File: src/borc_cfg.svh
// offsets, field positions, reset values and timing for the brown-out control block
// assumes inclusion by bare name from the package and the design modules
`ifndef BORC_CFG_SVH
`define BORC_CFG_SVH

`define BORC_ADDR_W 12
`define BORC_CTRL_OFFSET 12'h000
`define BORC_STAT_OFFSET 12'h004
`define BORC_SWEN_BIT 7
`define BORC_RDY_BIT 0
`define BORC_SWEN_RST 1'h1
`define BORC_MODE_SW 2'h1
`define BORC_MODE_RST 2'h0
`define BORC_STAT_EN_BIT 0
`define BORC_STAT_MODE_LSB 1
`define BORC_STAT_CAP_BIT 3
`define BORC_CLK_PERIOD_NS 40

`endif

File: src/borc_pkg.sv
// types shared by the brown-out control block and its bus port
// assumes borc_cfg.svh is on the include path
`include "borc_cfg.svh"

package borc_pkg;

    typedef struct packed {
        logic psel;
        logic penable;
        logic pwrite;
        logic [`BORC_ADDR_W-1:0] paddr;
        logic [31:0] pwdata;
        logic [3:0] pstrb;
    } borc_apb_req_t;

    typedef enum logic [2:0] {
        BORC_BUS_IDLE = 3'h1,
        BORC_BUS_SETUP = 3'h2,
        BORC_BUS_ACCESS = 3'h4
    } borc_bus_state_t;

    typedef enum logic [1:0] {
        BORC_SEL_NONE = 2'h0,
        BORC_SEL_CTRL = 2'h1,
        BORC_SEL_STAT = 2'h2
    } borc_sel_t;

endpackage

File: src/borc_brownout_ctrl.sv
// brown-out reset control register with APB access and effective-enable output
// assumes undervoltage_reset and warm_reset are synchronous levels; config strap stable at reset
// Functional notes
// - with config mode 01, brown-out reset follows software enable bit 7.
// - other config modes keep bit 7 as plain storage without effect.
// - bit 0 is read-only and shows whether the brown-out circuit is active.
// - bit 7 becomes 1 on power-on and brown-out reset, kept otherwise.
//
// Design decisions made here: the address map and the APB register port.
`timescale 1ns/1ns
`default_nettype none
`include "borc_cfg.svh"

module borc_brownout_ctrl
    import borc_pkg::*;
(
    input wire logic clk,
    input wire logic sys_rst,
    input wire logic undervoltage_reset,
    input wire logic warm_reset,
    input wire logic [1:0] brownout_config_mode,
    input wire logic hw_brownout_enable,
    input wire logic brownout_circuit_active,
    input wire logic psel,
    input wire logic penable,
    input wire logic pwrite,
    input wire logic [`BORC_ADDR_W-1:0] paddr,
    input wire logic [31:0] pwdata,
    input wire logic [3:0] pstrb,
    output logic [31:0] prdata,
    output logic pready,
    output logic pslverr,
    output logic brownout_reset_enable
);

    borc_apb_req_t req;
    logic wr_ctrl;
    logic rd_load;
    borc_sel_t rd_sel;

    logic software_brownout_enable_r, software_brownout_enable_nxt;
    logic brownout_circuit_ready_r, brownout_circuit_ready_nxt;
    logic [1:0] mode_r, mode_nxt;
    logic cap_done_r, cap_done_nxt;
    logic enable_r, enable_nxt;
    logic [31:0] prdata_r, prdata_nxt;
    logic [7:0] ctrl_view;
    logic [31:0] stat_view;

    always_comb begin
        req.psel = psel;
        req.penable = penable;
        req.pwrite = pwrite;
        req.paddr = paddr;
        req.pwdata = pwdata;
        req.pstrb = pstrb;
    end

    borc_apb_port u_port (
        .clk(clk),
        .sys_rst(sys_rst),
        .warm_reset(warm_reset),
        .req(req),
        .pready(pready),
        .pslverr(pslverr),
        .wr_ctrl(wr_ctrl),
        .rd_load(rd_load),
        .rd_sel(rd_sel)
    );

    // register view: control has only bits 7 and 0, status only bits 3 to 0
    always_comb begin
        ctrl_view = 8'h00;
        ctrl_view[`BORC_SWEN_BIT] = software_brownout_enable_r;
        ctrl_view[`BORC_RDY_BIT] = brownout_circuit_ready_r;
        stat_view = 32'h0000_0000;
        stat_view[`BORC_STAT_EN_BIT] = enable_r;
        stat_view[`BORC_STAT_MODE_LSB +: 2] = mode_r;
        stat_view[`BORC_STAT_CAP_BIT] = cap_done_r;
    end

    // strap is caught after reset release, never inside the async reset
    always_comb begin
        mode_nxt = mode_r;
        cap_done_nxt = cap_done_r;
        if (!cap_done_r || undervoltage_reset) begin
            mode_nxt = brownout_config_mode;
            cap_done_nxt = 1'h1;
        end
    end

    always_ff @(posedge clk or posedge sys_rst) begin
        if (sys_rst) begin
            mode_r <= `BORC_MODE_RST;
            cap_done_r <= 1'h0;
        end else begin
            mode_r <= mode_nxt;
            cap_done_r <= cap_done_nxt;
        end
    end

    // enable bit: brown-out reset forces it set and wins over a write
    always_comb begin
        software_brownout_enable_nxt = software_brownout_enable_r;
        if (undervoltage_reset) begin
            software_brownout_enable_nxt = `BORC_SWEN_RST;
        end else if (wr_ctrl) begin
            software_brownout_enable_nxt = pwdata[`BORC_SWEN_BIT];
        end
        brownout_circuit_ready_nxt = brownout_circuit_active;
    end

    // warm_reset deliberately absent here: bit 7 survives other resets
    always_ff @(posedge clk or posedge sys_rst) begin
        if (sys_rst) begin
            software_brownout_enable_r <= `BORC_SWEN_RST;
            brownout_circuit_ready_r <= 1'h0;
        end else begin
            software_brownout_enable_r <= software_brownout_enable_nxt;
            brownout_circuit_ready_r <= brownout_circuit_ready_nxt;
        end
    end

    // effective enable: software bit only steers in software mode
    always_comb begin
        if (!cap_done_r) begin
            enable_nxt = 1'h1;
        end else if (mode_r == `BORC_MODE_SW) begin
            enable_nxt = software_brownout_enable_r;
        end else begin
            enable_nxt = hw_brownout_enable;
        end
    end

    // read data captured in setup so it is stable for the whole access
    always_comb begin
        prdata_nxt = prdata_r;
        if (warm_reset) begin
            prdata_nxt = 32'h0000_0000;
        end else if (rd_load) begin
            case (rd_sel)
                BORC_SEL_CTRL: prdata_nxt = {24'h00_0000, ctrl_view};
                BORC_SEL_STAT: prdata_nxt = stat_view;
                default: prdata_nxt = 32'h0000_0000;
            endcase
        end
    end

    always_ff @(posedge clk or posedge sys_rst) begin
        if (sys_rst) begin
            enable_r <= 1'h1;
            prdata_r <= 32'h0000_0000;
        end else begin
            enable_r <= enable_nxt;
            prdata_r <= prdata_nxt;
        end
    end

    assign prdata = prdata_r;
    assign brownout_reset_enable = enable_r;

    property p_sw_mode_follows;
        @(posedge clk) disable iff (sys_rst)
        (cap_done_r && mode_r == `BORC_MODE_SW) |=> (brownout_reset_enable == $past(software_brownout_enable_r));
    endproperty
    a_sw_mode_follows: assert property (p_sw_mode_follows)
        else $error("enable does not follow software bit in software mode");

    property p_hw_mode_ignores;
        @(posedge clk) disable iff (sys_rst)
        (cap_done_r && mode_r != `BORC_MODE_SW) |=> (brownout_reset_enable == $past(hw_brownout_enable));
    endproperty
    a_hw_mode_ignores: assert property (p_hw_mode_ignores)
        else $error("software bit influenced enable outside software mode");

    property p_bit7_stores;
        @(posedge clk) disable iff (sys_rst)
        (psel && penable && pready && pwrite && paddr == `BORC_CTRL_OFFSET && pstrb[0] && !undervoltage_reset)
        |=> (software_brownout_enable_r == $past(pwdata[`BORC_SWEN_BIT]));
    endproperty
    a_bit7_stores: assert property (p_bit7_stores)
        else $error("write to bit 7 not stored");

    property p_ready_read;
        @(posedge clk) disable iff (sys_rst)
        (psel && !penable && !pwrite && paddr == `BORC_CTRL_OFFSET && !warm_reset)
        |=> (prdata[`BORC_RDY_BIT] == $past(brownout_circuit_ready_r))
        ##1 (brownout_circuit_ready_r == $past(brownout_circuit_active));
    endproperty
    a_ready_read: assert property (p_ready_read)
        else $error("ready bit does not reflect circuit state");

    property p_bor_sets;
        @(posedge clk) disable iff (sys_rst)
        undervoltage_reset |=> software_brownout_enable_r;
    endproperty
    a_bor_sets: assert property (p_bor_sets)
        else $error("brown-out reset did not set enable bit");

    property p_warm_keeps;
        @(posedge clk) disable iff (sys_rst)
        (warm_reset && !undervoltage_reset) |=> $stable(software_brownout_enable_r);
    endproperty
    a_warm_keeps: assert property (p_warm_keeps)
        else $error("other reset changed enable bit");

    property p_unused_zero;
        @(posedge clk) disable iff (sys_rst)
        (pready && !pwrite && paddr == `BORC_CTRL_OFFSET)
        |-> (prdata[31:8] == 24'h00_0000 && prdata[6:1] == 6'h00);
    endproperty
    a_unused_zero: assert property (p_unused_zero)
        else $error("unimplemented bits read nonzero");

    property p_err_unmapped;
        @(posedge clk) disable iff (sys_rst)
        (pready && paddr != `BORC_CTRL_OFFSET && paddr != `BORC_STAT_OFFSET) |-> pslverr;
    endproperty
    a_err_unmapped: assert property (p_err_unmapped)
        else $error("unmapped access not flagged");

endmodule
`default_nettype wire

File: src/borc_apb_port.sv
// APB slave front end: decode in setup, zero-wait answer in access
// assumes an APB master on clk; unmapped addresses answer with pslverr
`timescale 1ns/1ns
`default_nettype none
`include "borc_cfg.svh"

module borc_apb_port
    import borc_pkg::*;
(
    input wire logic clk,
    input wire logic sys_rst,
    input wire logic warm_reset,
    input wire borc_apb_req_t req,
    output logic pready,
    output logic pslverr,
    output logic wr_ctrl,
    output logic rd_load,
    output borc_sel_t rd_sel
);

    borc_bus_state_t state_r, state_nxt;
    borc_sel_t sel_r, sel_nxt;
    borc_sel_t dec_sel;

    always_comb begin
        dec_sel = BORC_SEL_NONE;
        if (req.paddr == `BORC_CTRL_OFFSET) begin
            dec_sel = BORC_SEL_CTRL;
        end else if (req.paddr == `BORC_STAT_OFFSET) begin
            dec_sel = BORC_SEL_STAT;
        end
    end

    // setup cycle moves to access, which completes in one cycle; warm_reset during setup returns to idle instead
    always_comb begin
        state_nxt = state_r;
        sel_nxt = sel_r;
        case (state_r)
            BORC_BUS_IDLE, BORC_BUS_ACCESS: begin
                if (req.psel && !req.penable) begin
                    state_nxt = BORC_BUS_SETUP;
                    sel_nxt = dec_sel;
                end else begin
                    state_nxt = BORC_BUS_IDLE;
                end
            end
            BORC_BUS_SETUP: begin
                state_nxt = (req.psel && req.penable) ? BORC_BUS_ACCESS : BORC_BUS_IDLE;
            end
            default: begin
                state_nxt = BORC_BUS_IDLE;
                sel_nxt = BORC_SEL_NONE;
            end
        endcase
        if (warm_reset) begin
            state_nxt = BORC_BUS_IDLE;
            sel_nxt = BORC_SEL_NONE;
        end
    end

    always_ff @(posedge clk or posedge sys_rst) begin
        if (sys_rst) begin
            state_r <= BORC_BUS_IDLE;
            sel_r <= BORC_SEL_NONE;
        end else begin
            state_r <= state_nxt;
            sel_r <= sel_nxt;
        end
    end

    // answer is combinational so the access phase needs no wait state
    always_comb begin
        pready = (state_r == BORC_BUS_SETUP) && req.psel && req.penable;
        pslverr = pready && (sel_r == BORC_SEL_NONE);
        wr_ctrl = pready && req.pwrite && (sel_r == BORC_SEL_CTRL) && req.pstrb[0];
        rd_load = req.psel && !req.penable && !req.pwrite && !warm_reset;
        rd_sel = dec_sel;
    end

endmodule
`default_nettype wire

File: config.mk
export PLATFORM = sky130hd
export DESIGN_NAME = borc_brownout_ctrl
export DESIGN_NICKNAME = d
export VERILOG_FILES = /design/src/borc_pkg.sv /design/src/borc_brownout_ctrl.sv /design/src/borc_apb_port.sv
export VERILOG_INCLUDE_DIRS = /design/src
export SDC_FILE = /design/constraint.sdc
export NUM_CORES = 1
export LEC_CHECK = 0
export BUFFER_PORTS_ARGS = -buffer_cell sky130_fd_sc_hd__buf_4
export CORE_MARGIN = 3
export CORE_UTILIZATION = 36
export CTS_CLUSTER_SIZE = 10
export DETAILED_ROUTE_END_ITERATION = 10
export PLACE_DENSITY = 0.79
export SLEW_MARGIN = 5
export SYNTH_ARGS = -nofsm -noshare
export SYNTH_HDL_FRONTEND = slang
export SYNTH_SLANG_ARGS = --single-unit
export TNS_END_PERCENT = 30
File: constraint.sdc
create_clock -name clk -period 1.6 [get_ports clk]
set_clock_uncertainty 0.15 [all_clocks]
set_input_delay 0.08 -clock clk [delete_from_list [all_inputs] [get_ports clk]]
set_output_delay 0.08 -clock clk [all_outputs]
set_load 0.01 [all_outputs]
==> results of run 1 <==
## synthesized netlist by cell type (all sizes together) (2+ instances only)
| library cell | number |
|---|---|
| buf | 27 |
| nor2 | 5 |
| nor4 | 2 |
| nor2b | 5 |
| inv | 4 |
| dfstp | 3 |
| or4 | 2 |
| a21oi | 2 |
| dfrtp | 13 |
| a22o | 4 |
| nand2b | 2 |
| nand2 | 3 |
| mux2 | 3 |
| and3 | 2 |
| conb | 2 |
| a32o | 3 |
## layer usage
metal | global-route usage, % | vias to the layer above | share of wire, %
li1 | - | 373 | -
met1 | 14.36 | 391 | 35
met2 | 24.56 | 42 | 55
met3 | 2.412 | 6 | 8.0
met4 | 6.291 | 0 | 2.0
met5 | 0 | - | 0
## registers in the layout, indices dropped and copies added, names as in the netlist
name                        flops
brownout_circuit_ready_r        1
brownout_reset_enable           1
cap_done_r                      1
mode_r                          2
prdata                          5
software_brownout_enable_r      1
u_port.sel_r                    2
u_port.state_r                  3
## tightest hold or removal path: stages
cell	delay, ns
sky130_fd_sc_hd__buf_4	0.09
sky130_fd_sc_hd__nor4_4	0.05
sky130_fd_sc_hd__a32o_2	0.23
## stage by stage
| stage | instances | hold WS [ns] | setup WS [ns] | util [%] |
|---|---|---|---|---|
| finish | 175 | 0.05922 | 0.01107 | 53.88 |
| global route | 175 | 0.05494 | -0.04946 | 53.88 |
| CTS | 174 | 0.05461 | 0.01267 | 53.10 |
| detailed placement | 156 | 0.03187 | 0.02262 | 46.07 |
| global placement | 156 | 0.02695 | 0.06646 | 46.07 |
| floorplan | 120 | -0.1584 | 0.1588 | - |
## worst max-delay path by stage
stage                             endpoint  cells after the start
6_report                            pready                      5
3_5_place_dp         prdata[1]$_DFFE_PP0P_                      5
4_1_cts                            pslverr                      4
2_1_floorplan  u_port.sel_r[0]$_DFFE_PP0P_                      4
3_3_place_gp         prdata[3]$_DFFE_PP0P_                      5
5_1_grt                             pready                      5
## power groups by stage
stage / Clock [W] / Sequential [W] / Combinational (W)
2_1_floorplan: 0 / 0.000432 / 0.000117
3_3_place_gp: 0 / 0.000432 / 0.000130
3_5_place_dp: 0 / 0.000433 / 0.000134
4_1_cts: 0.000265 / 0.000425 / 0.000159
5_1_grt: 0.000277 / 0.000428 / 0.000178
6_report: 0.000257 / 0.000426 / 0.000162
## kinds of logic (layout without fill, tap and decap cells)
family                    after synthesis  in the layout  synth area share [%]
and+or+nand+nor                        27             27                 20.43
DFF                                    16             16                 40.73
muxes                                   4              4                 4.413
xor gates and xnor gates                1              1                0.8829
AOI/OAI and AO/OA                      13             13                 10.84
other                                   2             28                0.7569
buffers and inverters                  31             56                 21.94
## timing repair
| action | CTS | global route |
|---|---|---|
| gates cloned | 0 | 0 |
| setup buffers | 1 | 1 |
| endpoints found under the setup margin | 1 | 4 |
| hold endpoints to repair | 22 | 0 |
| hold buffers | 13 | 0 |
| pin swaps | 1 | 3 |
| resized for setup | 1 | 5 |
## layout by cell type, fill, tap and decap left out, types with 4 or more instances in the layout
| cell type | instances |
|---|---|
| sky130_fd_sc_hd__a22o_1 | 4 |
| sky130_fd_sc_hd__buf_4 | 34 |
| sky130_fd_sc_hd__conb_1 | 28 |
| sky130_fd_sc_hd__dfrtp_1 | 12 |
| sky130_fd_sc_hd__dlygate4sd3_1 | 13 |
| sky130_fd_sc_hd__nor2_1 | 4 |
| sky130_fd_sc_hd__nor2b_1 | 5 |
## layout make-up
| type | instances | area [sq um] |
|---|---|---|
| repair buffers | 48 | 396.6 |
| inverters | 4 | 15.01 |
| multi-input cells | 73 | 480.5 |
| flip-flops and latches | 16 | 405.4 |
| clock buffers | 4 | 36.28 |
| fillers | 220 | 1174 |
| well taps | 30 | 37.54 |
==> impl_results.html, run 1 <==
<table>
<tr><th>Metric</th><th>Value</th></tr>
<tr><th colspan="2">Power and ir drop</th></tr>
<tr><td>Power spent charging and discharging nets</td><td>around 0.00021 W</td></tr>
<tr><td>Power Density</td><td>between 600 and 700 mW/mm^2</td></tr>
<tr><td>Logic pwr share</td><td>19.2%</td></tr>
<tr><td>Static leakage power</td><td>approximately 0.7 nW</td></tr>
<tr><td>Final Power</td><td>0.0008452 W</td></tr>
<tr><td>Pint</td><td>~0.00064 W</td></tr>
<tr><td>Sw Share</td><td>approximately a quarter</td></tr>
<tr><td>Sequential cell fraction of total power</td><td>roughly half</td></tr>
<tr><td>Portion of total power attributed to the clock network</td><td>a little under a third</td></tr>
<tr><td>Maximum VDD drop</td><td>roughly 670 uV</td></tr>
<tr><th colspan="2">Critical path</th></tr>
<tr><td>CP startpoint</td><td>u_port.state_r[0]$_DFF_PP1_</td></tr>
<tr><td>Series of cell instances along the critical path</td><td>nor2_2, nand4_1, buf_4, inv_2, buf_6</td></tr>
<tr><td>Reg-to-reg setup timing slack</td><td>approximately 0.070 ns</td></tr>
<tr><td>Kind of critical path</td><td>reg2out</td></tr>
<tr><td>Delay of the slowest cell on the worst path</td><td>0.60 ns</td></tr>
<tr><td>Crit path max-delay cell type</td><td>sky130_fd_sc_hd__dfstp_2</td></tr>
<tr><td>Endpoint arrival time on the critical path</td><td>1.36 ns</td></tr>
<tr><td>Buf/Inv on CP</td><td>3</td></tr>
<tr><td>Capturing element type of the critical path</td><td>output pin</td></tr>
<tr><td>Required @ worst endpoint</td><td>about 1.4 ns</td></tr>
<tr><td>FF-to-FF path depth</td><td>4</td></tr>
<tr><td>Cell type group with the largest total delay on the critical path</td><td>flip-flops</td></tr>
<tr><td>Category of the worst setup path launch point</td><td>flop</td></tr>
<tr><td>Crit-path max FO</td><td>7</td></tr>
<tr><td>Launch point of the worst reg-to-reg path</td><td>u_port.state_r[0]$_DFF_PP1_</td></tr>
<tr><td>Worst flop-to-flop path endpoint</td><td>u_port.sel_r[1]$_DFFE_PP0P_</td></tr>
<tr><th colspan="2">Finish</th></tr>
<tr><td>Fraction of layout instances using a drive strength above 1</td><td>between 30% and 40%</td></tr>
<tr><td>Diode count</td><td>0</td></tr>
<tr><td>Design area</td><td>~0.0014 sq mm</td></tr>
<tr><td>Area Overhead vs Synth</td><td>38.21%</td></tr>
<tr><td>Nets@finish</td><td>approximately 210</td></tr>
<tr><th colspan="2">Clocking</th></tr>
<tr><td>Buffer levels on the longest clock path</td><td>2</td></tr>
<tr><td>Clk slew on worst S/H paths</td><td>about 0.090 ns</td></tr>
<tr><td>Clock latency on the worst-skew pair</td><td>between 0.2 and 0.3 ns</td></tr>
<tr><td>Cell chosen for the clock root</td><td>sky130_fd_sc_hd__clkbuf_4</td></tr>
<tr><td>Clock sink total</td><td>16</td></tr>
<tr><td>H-tree depth reported by CTS</td><td>1</td></tr>
<tr><td>CTS tree</td><td>built</td></tr>
<tr><td>Inserted Clock Buffers</td><td>3</td></tr>
<tr><th colspan="2">Route</th></tr>
<tr><td>DRT Wirelength</td><td>approximately 2200 microns</td></tr>
<tr><td>Count of nets left with antenna violations after detail routing</td><td>0</td></tr>
<tr><td>Wire per inst</td><td>between 10 and 15 microns</td></tr>
<tr><td>1st-pass router iterations</td><td>3</td></tr>
<tr><td>Via Count</td><td>about 810</td></tr>
<tr><td>Remaining routing DRC violations</td><td>0</td></tr>
<tr><td>Vias/cell</td><td>between 4 and 5</td></tr>
<tr><td>Number of DRC markers after the initial detailed-route iteration</td><td>7</td></tr>
<tr><th colspan="2">Floorplanning</th></tr>
<tr><td>Area of the die</td><td>between 0.003 and 0.004 sq mm</td></tr>
<tr><td>Die Wd</td><td>approximately 60 microns</td></tr>
<tr><td># rows</td><td>18</td></tr>
<tr><td>Area inside the core boundary</td><td>between 0.002 and 0.003 sq mm</td></tr>
<tr><td>Initial cell density of the core</td><td>38.99%</td></tr>
<tr><td>Number of top-level pins</td><td>94</td></tr>
<tr><td>Height of the die</td><td>around 59 microns</td></tr>
<tr><th colspan="2">Global route</th></tr>
<tr><td>First-pass GRT wire length</td><td>roughly 3500 microns</td></tr>
<tr><td>Maximum number of pins on one net before global-route repair</td><td>17</td></tr>
<tr><td>Initial antenna violation count</td><td>0</td></tr>
<tr><td>Tot GR Track Use</td><td>13.26%</td></tr>
<tr><td>Via count of the first global-routing pass</td><td>792</td></tr>
<tr><td>Global-route congestion overflow total</td><td>0</td></tr>
<tr><th colspan="2">Yosys</th></tr>
<tr><td>Seq cells post-synth</td><td>16</td></tr>
<tr><td>Number of enable flip-flop cells after synthesis</td><td>0</td></tr>
<tr><td>Cell type with the largest total area after synthesis</td><td>sky130_fd_sc_hd__dfrtp_1</td></tr>
<tr><td>Number of cells produced by synthesis</td><td>between 90 and 100</td></tr>
<tr><td>Synth warnings</td><td>0</td></tr>
<tr><td>Post-Syn Area</td><td>approximately 990 sq um</td></tr>
<tr><td>Primary FF master, synth</td><td>sky130_fd_sc_hd__dfrtp_1</td></tr>
<tr><td>Proportion of netlist area held by the largest area contributor</td><td>~33%</td></tr>
<tr><td>Ranking of synthesized cells by area</td><td>sky130_fd_sc_hd__dfrtp_1, sky130_fd_sc_hd__buf_4, sky130_fd_sc_hd__dfstp_2</td></tr>
<tr><td>Post-Synthesis Mean Instance Area</td><td>roughly 11 sq um</td></tr>
<tr><td>Asr flop ratio synth</td><td>100.0%</td></tr>
<tr><td>Sequential element share of the synthesized area</td><td>between 40% and 50%</td></tr>
<tr><td>Post-synthesis cell type count</td><td>30</td></tr>
<tr><th colspan="2">Hold path</th></tr>
<tr><td>Hold depth</td><td>3</td></tr>
<tr><td>Worst hold start</td><td>paddr[4]</td></tr>
<tr><td>Type of the tightest min-delay check</td><td>in2reg</td></tr>
<tr><td>Capture endpoint of the worst hold path</td><td>prdata[0]$_DFFE_PP0P_</td></tr>
<tr><th colspan="2">Place</th></tr>
<tr><td>Dpl cell area</td><td>about 0.0012 sq mm</td></tr>
<tr><td>IO Port Bufs</td><td>32</td></tr>
<tr><td>Routability congestion estimate</td><td>roughly 0.75</td></tr>
<tr><td>HPWL after DPL</td><td>1623 microns</td></tr>
<tr><th colspan="2">STA</th></tr>
<tr><td>Peak Freq</td><td>roughly 0.63 GHz</td></tr>
<tr><td>Sum of negative setup slack</td><td>0 ns</td></tr>
<tr><td>Number of max-slew violations in the final report</td><td>0</td></tr>
<tr><td>Period utilization</td><td>a little under 100%</td></tr>
<tr><td>Relative slew slack</td><td>about three fifths</td></tr>
<tr><td>RSZ-0062 raised after global routing</td><td>yes</td></tr>
<tr><td>Pin slew with the least headroom to its limit</td><td>~0.58 ns</td></tr>
<tr><td>Shortest period the worst path allows</td><td>~1.6 ns</td></tr>
<tr><td>Endpoints failing setup</td><td>0</td></tr>
<tr><td>Fin. Hold Viols</td><td>0</td></tr>
<tr><th colspan="2">Status</th></tr>
<tr><td>Result of the run</td><td>finished clean</td></tr>
<tr><th colspan="2">Job</th></tr>
<tr><td>Max-cap violations</td><td>0</td></tr>
</table>
Note: power is estimated with default switching activity, not from simulation.
==> inputs of run 2 (changes only) <==
--- a/config.mk
+++ b/config.mk
@@ -8,10 +8,10 @@
 export LEC_CHECK = 0
 export BUFFER_PORTS_ARGS = -buffer_cell sky130_fd_sc_hd__buf_4
 export CORE_MARGIN = 3
-export CORE_UTILIZATION = 36
+export CORE_UTILIZATION = 33
 export CTS_CLUSTER_SIZE = 10
 export DETAILED_ROUTE_END_ITERATION = 10
-export PLACE_DENSITY = 0.79
+export PLACE_DENSITY = 0.76
 export SLEW_MARGIN = 5
 export SYNTH_ARGS = -nofsm -noshare
 export SYNTH_HDL_FRONTEND = slang
==> constraint.sdc (replaced) <==
create_clock -name clk -period 1.3 [get_ports clk]
set_clock_uncertainty 0.15 [all_clocks]
set_input_delay 0.065 -clock clk [delete_from_list [all_inputs] [get_ports clk]]
set_output_delay 0.065 -clock clk [all_outputs]
set_load 0.01 [all_outputs]
==> impl_results.html, run 2 (synthesis results as in run 1) <==
<table>
<tr><th>Metric</th><th>Value</th></tr>
<tr><th colspan="2">STA</th></tr>
<tr><td>Fin. Hold Viols</td><td>1</td></tr>
<tr><td>RSZ-0062 raised after global routing</td><td>yes</td></tr>
<tr><td>Relative slew slack</td><td>approximately three fifths</td></tr>
<tr><td>Peak Freq</td><td>0.6456 GHz</td></tr>
<tr><td>Endpoints failing setup</td><td>5</td></tr>
<tr><td>Number of max-slew violations in the final report</td><td>0</td></tr>
<tr><td>Pin slew with the least headroom to its limit</td><td>approximately 0.62 ns</td></tr>
<tr><td>Period utilization</td><td>119.1%</td></tr>
<tr><td>Min setup slack post-route</td><td>-0.2489 ns</td></tr>
<tr><td>Shortest period the worst path allows</td><td>approximately 1.5 ns</td></tr>
<tr><td>Worst hold slack</td><td>-0.03922 ns</td></tr>
<tr><th colspan="2">Route</th></tr>
<tr><td>Number of DRC markers after the initial detailed-route iteration</td><td>10</td></tr>
<tr><td>Count of nets left with antenna violations after detail routing</td><td>0</td></tr>
<tr><td>Via Count</td><td>approximately 800</td></tr>
<tr><td>Wire per inst</td><td>between 10 and 15 microns</td></tr>
<tr><td>Remaining routing DRC violations</td><td>0</td></tr>
<tr><td>1st-pass router iterations</td><td>4</td></tr>
<tr><td>Vias/cell</td><td>4.403</td></tr>
<tr><td>DRT Wirelength</td><td>between 2000 and 2500 microns</td></tr>
<tr><th colspan="2">Power and ir drop</th></tr>
<tr><td>Portion of total power attributed to the clock network</td><td>a little under a third</td></tr>
<tr><td>Maximum VDD drop</td><td>roughly 520 uV</td></tr>
<tr><td>Static leakage power</td><td>around 0.74 nW</td></tr>
<tr><td>Logic pwr share</td><td>a little over 20%</td></tr>
<tr><td>Final Power</td><td>around 0.0011 W</td></tr>
<tr><td>Power spent charging and discharging nets</td><td>0.0002688 W</td></tr>
<tr><td>Sequential cell fraction of total power</td><td>around 49%</td></tr>
<tr><td>Power Density</td><td>728.7 mW/mm^2</td></tr>
<tr><td>Pint</td><td>about 0.00079 W</td></tr>
<tr><td>Sw Share</td><td>about a quarter</td></tr>
<tr><th colspan="2">Critical path</th></tr>
<tr><td>Category of the worst setup path launch point</td><td>flop</td></tr>
<tr><td>Crit path max-delay cell type</td><td>sky130_fd_sc_hd__dfrtp_1</td></tr>
<tr><td>Series of cell instances along the critical path</td><td>buf_4, nand4_1, nor3_2, buf_4</td></tr>
<tr><td>Kind of critical path</td><td>reg2out</td></tr>
<tr><td>Required @ worst endpoint</td><td>~1.1 ns</td></tr>
<tr><td>Endpoint arrival time on the critical path</td><td>~1.3 ns</td></tr>
<tr><td>Most frequent cell on the critical path</td><td>sky130_fd_sc_hd__buf_4</td></tr>
<tr><td>Capturing element type of the critical path</td><td>output pin</td></tr>
<tr><td>Crit-path max FO</td><td>6</td></tr>
<tr><td>Delay of the slowest cell on the worst path</td><td>around 0.38 ns</td></tr>
<tr><th colspan="2">Finish</th></tr>
<tr><td>Design area</td><td>between 0.001 and 0.0015 sq mm</td></tr>
<tr><td>Number of flip-flops in the largest register</td><td>5</td></tr>
<tr><td>Commonest cells after routing, fill and taps aside</td><td>sky130_fd_sc_hd__buf_4, sky130_fd_sc_hd__conb_1, sky130_fd_sc_hd__dfrtp_1, sky130_fd_sc_hd__dlygate4sd3_1, sky130_fd_sc_hd__nor2b_1</td></tr>
<tr><td>Post-layout util</td><td>51.87%</td></tr>
<tr><td>Most common cell after layout, fill and taps aside</td><td>sky130_fd_sc_hd__buf_4</td></tr>
<tr><td>Diode count</td><td>0</td></tr>
<tr><td>Area used by sequential logic in the layout</td><td>approximately 400 sq um</td></tr>
<tr><td>Area Overhead vs Synth</td><td>46.66%</td></tr>
<tr><td>Fill count</td><td>about 250</td></tr>
<tr><td>Combined area of the multi-input logic cells</td><td>525.5 sq um</td></tr>
<tr><td>Fraction of layout instances using a drive strength above 1</td><td>44.00%</td></tr>
<tr><td>Nets@finish</td><td>210</td></tr>
<tr><th colspan="2">Global route</th></tr>
<tr><td>Via count of the first global-routing pass</td><td>between 800 and 900</td></tr>
<tr><td>Initial antenna violation count</td><td>0</td></tr>
<tr><td>First-pass GRT wire length</td><td>about 3500 microns</td></tr>
<tr><td>Tot GR Track Use</td><td>12.59%</td></tr>
<tr><td>Maximum number of pins on one net before global-route repair</td><td>17</td></tr>
<tr><td>Global-route congestion overflow total</td><td>0</td></tr>
<tr><th colspan="2">Place</th></tr>
<tr><td>Routability congestion estimate</td><td>approximately 0.89</td></tr>
<tr><td>IO Port Bufs</td><td>32</td></tr>
<tr><td>HPWL after DPL</td><td>between 1500 and 2000 microns</td></tr>
<tr><td>Dpl cell area</td><td>between 0.001 and 0.0015 sq mm</td></tr>
<tr><th colspan="2">Clocking</th></tr>
<tr><td>Clock latency on the worst-skew pair</td><td>about 0.28 ns</td></tr>
<tr><td>Cell chosen for the clock root</td><td>sky130_fd_sc_hd__clkbuf_4</td></tr>
<tr><td>Inserted Clock Buffers</td><td>3</td></tr>
<tr><td>Buffer levels on the longest clock path</td><td>2</td></tr>
<tr><td>Clock sink total</td><td>16</td></tr>
<tr><td>CTS tree</td><td>built</td></tr>
<tr><td>H-tree depth reported by CTS</td><td>1</td></tr>
<tr><td>Clk slew on worst S/H paths</td><td>around 0.090 ns</td></tr>
<tr><td>Number of hold-repair buffers added at the cts stage</td><td>11</td></tr>
<tr><th colspan="2">Status</th></tr>
<tr><td>Violated checks</td><td>hold timing, setup timing</td></tr>
<tr><td>Result of the run</td><td>finished with violations</td></tr>
<tr><th colspan="2">Floorplanning</th></tr>
<tr><td>Area of the die</td><td>0.003701 sq mm</td></tr>
<tr><td>Die Wd</td><td>between 60 and 70 microns</td></tr>
<tr><td>Initial cell density of the core</td><td>a little over a third</td></tr>
<tr><td>Area inside the core boundary</td><td>between 0.002 and 0.003 sq mm</td></tr>
<tr><td>Number of top-level pins</td><td>94</td></tr>
<tr><td>Height of the die</td><td>60.84 microns</td></tr>
<tr><td># rows</td><td>19</td></tr>
<tr><th colspan="2">Hold path</th></tr>
<tr><td>Type of the tightest min-delay check</td><td>in2reg</td></tr>
<tr><th colspan="2">Job</th></tr>
<tr><td>Max-cap violations</td><td>0</td></tr>
</table>
-- run 2: power by group through the flow --
stage,Clock [W],Sequential (W),Combinational [W]
after floorplan,0,0.000531,0.000144
after global placement,0,0.000531,0.000171
after detailed placement,0,0.000532,0.000174
after CTS,0.000336,0.000523,0.000202
after global routing,0.000355,0.000525,0.000237
final,0.000321,0.000523,0.000216
-- run 2: critical path, delay by kind of cell, from the launching register on --
| kind | cells | cell delay [ns] |
|---|---|---|
| and+or+nand+nor | 2 | 0.37 |
| buffers and inverters | 2 | 0.29 |
| DFF | 1 | 0.38 |
-- run 2: repair_timing --
item                                    CTS  global route
hold endpoints to repair                 21             1
gates resized for setup                   2            12
endpoints found under the setup margin    5            10
buffers inserted                          1             3
pin swaps                                 3             8
-- run 2: final cells by class --
class,count,share of cell area [%]
Multi-Input combinational cell,73,36.11
Timing Repair Buffer,53,29.92
Sequential cell,16,27.77
Tap cell,31,2.666
Clock buffer,4,2.494
Inverter,4,1.032
-- run 2: through the flow --
| step | setup slack (ns) | std cells | TNS (ns) |
|---|---|---|---|
| after global routing | -0.3330 | 181 | -1.537 |
| after detailed placement | -0.2643 | 163 | -1.570 |
| after floorplan | -0.1412 | 120 | -0.3714 |
| after global placement | -0.1980 | 163 | -1.244 |
| after CTS | -0.2257 | 179 | -0.8775 |
| final | -0.2489 | 181 | -1.082 |
-- run 2: path summary, 6_finish.rpt --
| kind | from | to | slack (ns) | cells after the start |
|---|---|---|---|---|
| setup / recovery | u_port.state_r[1]$_DFF_PP0_ | pslverr | -0.25 | 4 |
| max in group asynchronous | sys_rst | mode_r[0]$_DFFE_PP0P_ | 0.33 | 3 |
| hold / removal | psel | u_port.state_r[0]$_DFF_PP1_ | -0.04 | 3 |
| hold reg to reg | cap_done_r$_DFFE_PP0P_ | brownout_reset_enable$_DFF_PP1_ | 0.31 | 1 |
| min in group asynchronous | sys_rst | u_port.sel_r[1]$_DFFE_PP0P_ | 0.26 | 3 |
| setup reg to reg | u_port.state_r[2]$_DFF_PP0_ | u_port.sel_r[1]$_DFFE_PP0P_ | -0.23 | 5 |
-- run 2: per-layer routing --
metal,track usage (%),vias up,wire length (microns)
met2,23.51,43,1303
met1,13.91,370,948
li1,-,384,-
met4,2.786,0,0
met3,3.830,0,167
met5,0,-,0
==> inputs of run 3 (changes only) <==
--- a/config.mk
+++ b/config.mk
@@ -7,11 +7,13 @@
 export NUM_CORES = 1
 export LEC_CHECK = 0
 export BUFFER_PORTS_ARGS = -buffer_cell sky130_fd_sc_hd__buf_4
+export CELL_PAD_IN_SITES_DETAIL_PLACEMENT = 0
+export CELL_PAD_IN_SITES_GLOBAL_PLACEMENT = 1
 export CORE_MARGIN = 3
-export CORE_UTILIZATION = 33
+export CORE_UTILIZATION = 22
 export CTS_CLUSTER_SIZE = 10
 export DETAILED_ROUTE_END_ITERATION = 10
-export PLACE_DENSITY = 0.76
+export PLACE_DENSITY_LB_ADDON = 0.1
 export SLEW_MARGIN = 5
 export SYNTH_ARGS = -nofsm -noshare
 export SYNTH_HDL_FRONTEND = slang
==> impl_results.html, run 3 (synthesis results as in run 1) <==
<table>
<tr><th>Metric</th><th>Value</th></tr>
<tr><th colspan="2">Power and ir drop</th></tr>
<tr><td>Power Density</td><td>777.1 mW/mm^2</td></tr>
<tr><td>Static leakage power</td><td>between 0.7 and 0.8 nW</td></tr>
<tr><td>Maximum VDD drop</td><td>roughly 350 uV</td></tr>
<tr><th colspan="2">Status</th></tr>
<tr><td>Result of the run</td><td>finished with violations</td></tr>
<tr><td>Violated checks</td><td>setup timing</td></tr>
<tr><th colspan="2">Place</th></tr>
<tr><td>IO Port Bufs</td><td>32</td></tr>
<tr><td>Pre-CTS setup slack</td><td>-0.2499 ns</td></tr>
<tr><td>Dpl cell area</td><td>0.001265 sq mm</td></tr>
<tr><td>HPWL after DPL</td><td>1869 microns</td></tr>
<tr><td>Routability congestion estimate</td><td>around 0.72</td></tr>
<tr><th colspan="2">Floorplanning</th></tr>
<tr><td># rows</td><td>23</td></tr>
<tr><td>Area inside the core boundary</td><td>approximately 0.0042 sq mm</td></tr>
<tr><td>Die Wd</td><td>between 70 and 80 microns</td></tr>
<tr><td>Height of the die</td><td>73.16 microns</td></tr>
<tr><td>Area of the die</td><td>~0.0054 sq mm</td></tr>
<tr><td>Initial cell density of the core</td><td>around a quarter</td></tr>
<tr><td>Number of top-level pins</td><td>94</td></tr>
<tr><th colspan="2">Route</th></tr>
<tr><td>Count of nets left with antenna violations after detail routing</td><td>0</td></tr>
<tr><td>Wire per inst</td><td>around 12 microns</td></tr>
<tr><td>Met2 wirelength from detailed routing</td><td>about 1200 microns</td></tr>
<tr><td>Wire length on met3</td><td>about 170 microns</td></tr>
<tr><td>Remaining routing DRC violations</td><td>0</td></tr>
<tr><td>DRT Wirelength</td><td>approximately 2400 microns</td></tr>
<tr><td>Vias/cell</td><td>slightly above 4</td></tr>
<tr><td>Number of DRC markers after the initial detailed-route iteration</td><td>11</td></tr>
<tr><td>M1 WL</td><td>a little under 1000 microns</td></tr>
<tr><td>Via Count</td><td>between 800 and 900</td></tr>
<tr><td>1st-pass router iterations</td><td>4</td></tr>
<tr><td>Highest metal layer used by the detailed router</td><td>met4</td></tr>
<tr><th colspan="2">Finish</th></tr>
<tr><td>Nets@finish</td><td>approximately 210</td></tr>
<tr><td>Fraction of layout instances using a drive strength above 1</td><td>a little under half</td></tr>
<tr><td>Diode count</td><td>0</td></tr>
<tr><td>Fill count</td><td>between 400 and 500</td></tr>
<tr><td>Area Overhead vs Synth</td><td>51.58%</td></tr>
<tr><td>Post-layout util</td><td>about 36%</td></tr>
<tr><td>Area used by sequential logic in the layout</td><td>a little over 400 sq um</td></tr>
<tr><td>Design area</td><td>0.001504 sq mm</td></tr>
<tr><td>Commonest cells after routing, fill and taps aside</td><td>sky130_fd_sc_hd__buf_4, sky130_fd_sc_hd__conb_1, sky130_fd_sc_hd__dfrtp_1, sky130_fd_sc_hd__dlygate4sd3_1, sky130_fd_sc_hd__nor2b_1</td></tr>
<tr><td>Combined area of the multi-input logic cells</td><td>approximately 500 sq um</td></tr>
<tr><td>Number of flip-flops in the largest register</td><td>5</td></tr>
<tr><td>Most common cell after layout, fill and taps aside</td><td>sky130_fd_sc_hd__buf_4</td></tr>
<tr><th colspan="2">STA</th></tr>
<tr><td>Worst hold slack</td><td>0.02988 ns</td></tr>
<tr><td>Peak Freq</td><td>between 0.6 and 0.7 GHz</td></tr>
<tr><td>Endpoints failing setup</td><td>6</td></tr>
<tr><td>Shortest period the worst path allows</td><td>roughly 1.6 ns</td></tr>
<tr><td>RSZ-0062 raised after global routing</td><td>yes</td></tr>
<tr><td>Min setup slack post-route</td><td>-0.2856 ns</td></tr>
<tr><td>Number of max-slew violations in the final report</td><td>0</td></tr>
<tr><td>Fin. Hold Viols</td><td>0</td></tr>
<tr><td>Period utilization</td><td>122.0%</td></tr>
<tr><th colspan="2">Global route</th></tr>
<tr><td>Initial antenna violation count</td><td>0</td></tr>
<tr><td>Via count of the first global-routing pass</td><td>810</td></tr>
<tr><td>Tot GR Track Use</td><td>under 10%</td></tr>
<tr><td>Maximum number of pins on one net before global-route repair</td><td>17</td></tr>
<tr><td>First-pass GRT wire length</td><td>around 3800 microns</td></tr>
<tr><td>Global-route congestion overflow total</td><td>0</td></tr>
<tr><th colspan="2">Clocking</th></tr>
<tr><td>Clk slew on worst S/H paths</td><td>~0.060 ns</td></tr>
<tr><td>Inserted Clock Buffers</td><td>3</td></tr>
<tr><td>H-tree depth reported by CTS</td><td>1</td></tr>
<tr><td>Clock latency on the worst-skew pair</td><td>0.24 ns</td></tr>
<tr><td>Buffer levels on the longest clock path</td><td>2</td></tr>
<tr><td>CTS tree</td><td>built</td></tr>
<tr><td>Clock sink total</td><td>16</td></tr>
<tr><td>Cell chosen for the clock root</td><td>sky130_fd_sc_hd__clkbuf_8</td></tr>
<tr><th colspan="2">Critical path</th></tr>
<tr><td>Capturing element type of the critical path</td><td>flop</td></tr>
<tr><td>Endpoint arrival time on the critical path</td><td>1.59 ns</td></tr>
<tr><td>FF-to-FF path depth</td><td>6</td></tr>
<tr><td>Required @ worst endpoint</td><td>~1.3 ns</td></tr>
<tr><td>Crit-path max FO</td><td>5</td></tr>
<tr><td>Kind of critical path</td><td>reg2reg</td></tr>
<tr><td>Reg-to-reg setup timing slack</td><td>-0.29 ns</td></tr>
<tr><td>Worst flop-to-flop path endpoint</td><td>software_brownout_enable_r$_DFFE_PP1P_</td></tr>
<tr><td>Category of the worst setup path launch point</td><td>flop</td></tr>
<tr><td>Launch point of the worst reg-to-reg path</td><td>u_port.state_r[0]$_DFF_PP1_</td></tr>
<tr><th colspan="2">Hold path</th></tr>
<tr><td>Worst hold start</td><td>psel</td></tr>
<tr><td>Type of the tightest min-delay check</td><td>in2reg</td></tr>
<tr><td>Capture endpoint of the worst hold path</td><td>u_port.state_r[0]$_DFF_PP1_</td></tr>
<tr><td>Hold depth</td><td>3</td></tr>
<tr><th colspan="2">Job</th></tr>
<tr><td>Max-cap violations</td><td>0</td></tr>
</table>
-- run 3: cell count changes in the layout (fill, tap and decap cells not counted) --
cell / before / now
sky130_fd_sc_hd__clkbuf_4: 3 / 0
sky130_fd_sc_hd__clkbuf_8: 1 / 4
sky130_fd_sc_hd__buf_6: 2 / 4
sky130_fd_sc_hd__a21oi_1: 1 / 2
sky130_fd_sc_hd__a21oi_2: 1 / 0
sky130_fd_sc_hd__buf_4: 40 / 41
sky130_fd_sc_hd__dfrtp_1: 13 / 12
sky130_fd_sc_hd__dfrtp_2: 0 / 1
sky130_fd_sc_hd__dlymetal6s4s_1: 1 / 0
sky130_fd_sc_hd__o31ai_2: 0 / 1
sky130_fd_sc_hd__o31ai_4: 1 / 0
-- run 3: power breakdown --
| group | total (W) | internal [W] | switching (W) |
|---|---|---|---|
| registers | 0.000525 | 0.000514 | 0.0000111 |
| logic | 0.000212 | 0.000109 | 0.000103 |
| clock network | 0.000431 | 0.000268 | 0.000164 |
| total | 0.00117 | 0.000891 | 0.000277 |
-- run 3: worst max-delay path, cell delays in order (launching register included) --
cell and delay (ns):
sky130_fd_sc_hd__dfstp_2 0.39, sky130_fd_sc_hd__buf_6 0.12, sky130_fd_sc_hd__nor2_2 0.06, sky130_fd_sc_hd__nand4_1 0.21, sky130_fd_sc_hd__buf_4 0.22, sky130_fd_sc_hd__buf_6 0.12, sky130_fd_sc_hd__o311ai_4 0.24
-- run 3: worst max-delay path by stage --
stage / startpoint / endpoint / slack, ns
after CTS: u_port.state_r[0]$_DFF_PP1_ / pslverr / -0.29
after floorplan: u_port.state_r[0]$_DFF_PP1_ / u_port.sel_r[0]$_DFFE_PP0P_ / -0.14
after global placement: paddr[11] / prdata[7]$_DFFE_PP0P_ / -0.22
after global routing: u_port.state_r[0]$_DFF_PP1_ / pslverr / -0.39
after detailed placement: paddr[11] / prdata[2]$_DFFE_PP0P_ / -0.25
final: u_port.state_r[0]$_DFF_PP1_ / software_brownout_enable_r$_DFFE_PP1P_ / -0.29
-- run 3: final cells by class --
type	instances	share of cell area [%]
Multi-Input combinational cell	73	34.11
Tap cell	50	4.160
Sequential cell	16	26.96
Timing Repair Buffer	55	30.12
Clock buffer	4	3.661
Inverter	4	0.9983
-- run 3: stage by stage --
stage,setup TNS [ns],instances,power [W]
finish,-1.377,202,0.001169
detailed placement,-1.822,185,0.0007139
global route,-2.155,202,0.001242
floorplan,-0.3714,120,0.0006753
CTS,-1.268,200,0.001184
global placement,-1.540,185,0.0007132
-- run 3: what timing repair did --
item	in CTS	in global routing
pin swaps	4	2
endpoints found under the hold margin	24	0
setup endpoints to repair	6	11
resized for setup	6	8
hold buffers	10	0
gates cloned	0	0
buffers inserted	1	2
-- run 3: routing by layer --
metal	track usage, %	up-vias
li1	-	389
met1	11.56	386
met2	15.89	42
met3	1.653	2
met4	2.459	0
met5	0	-
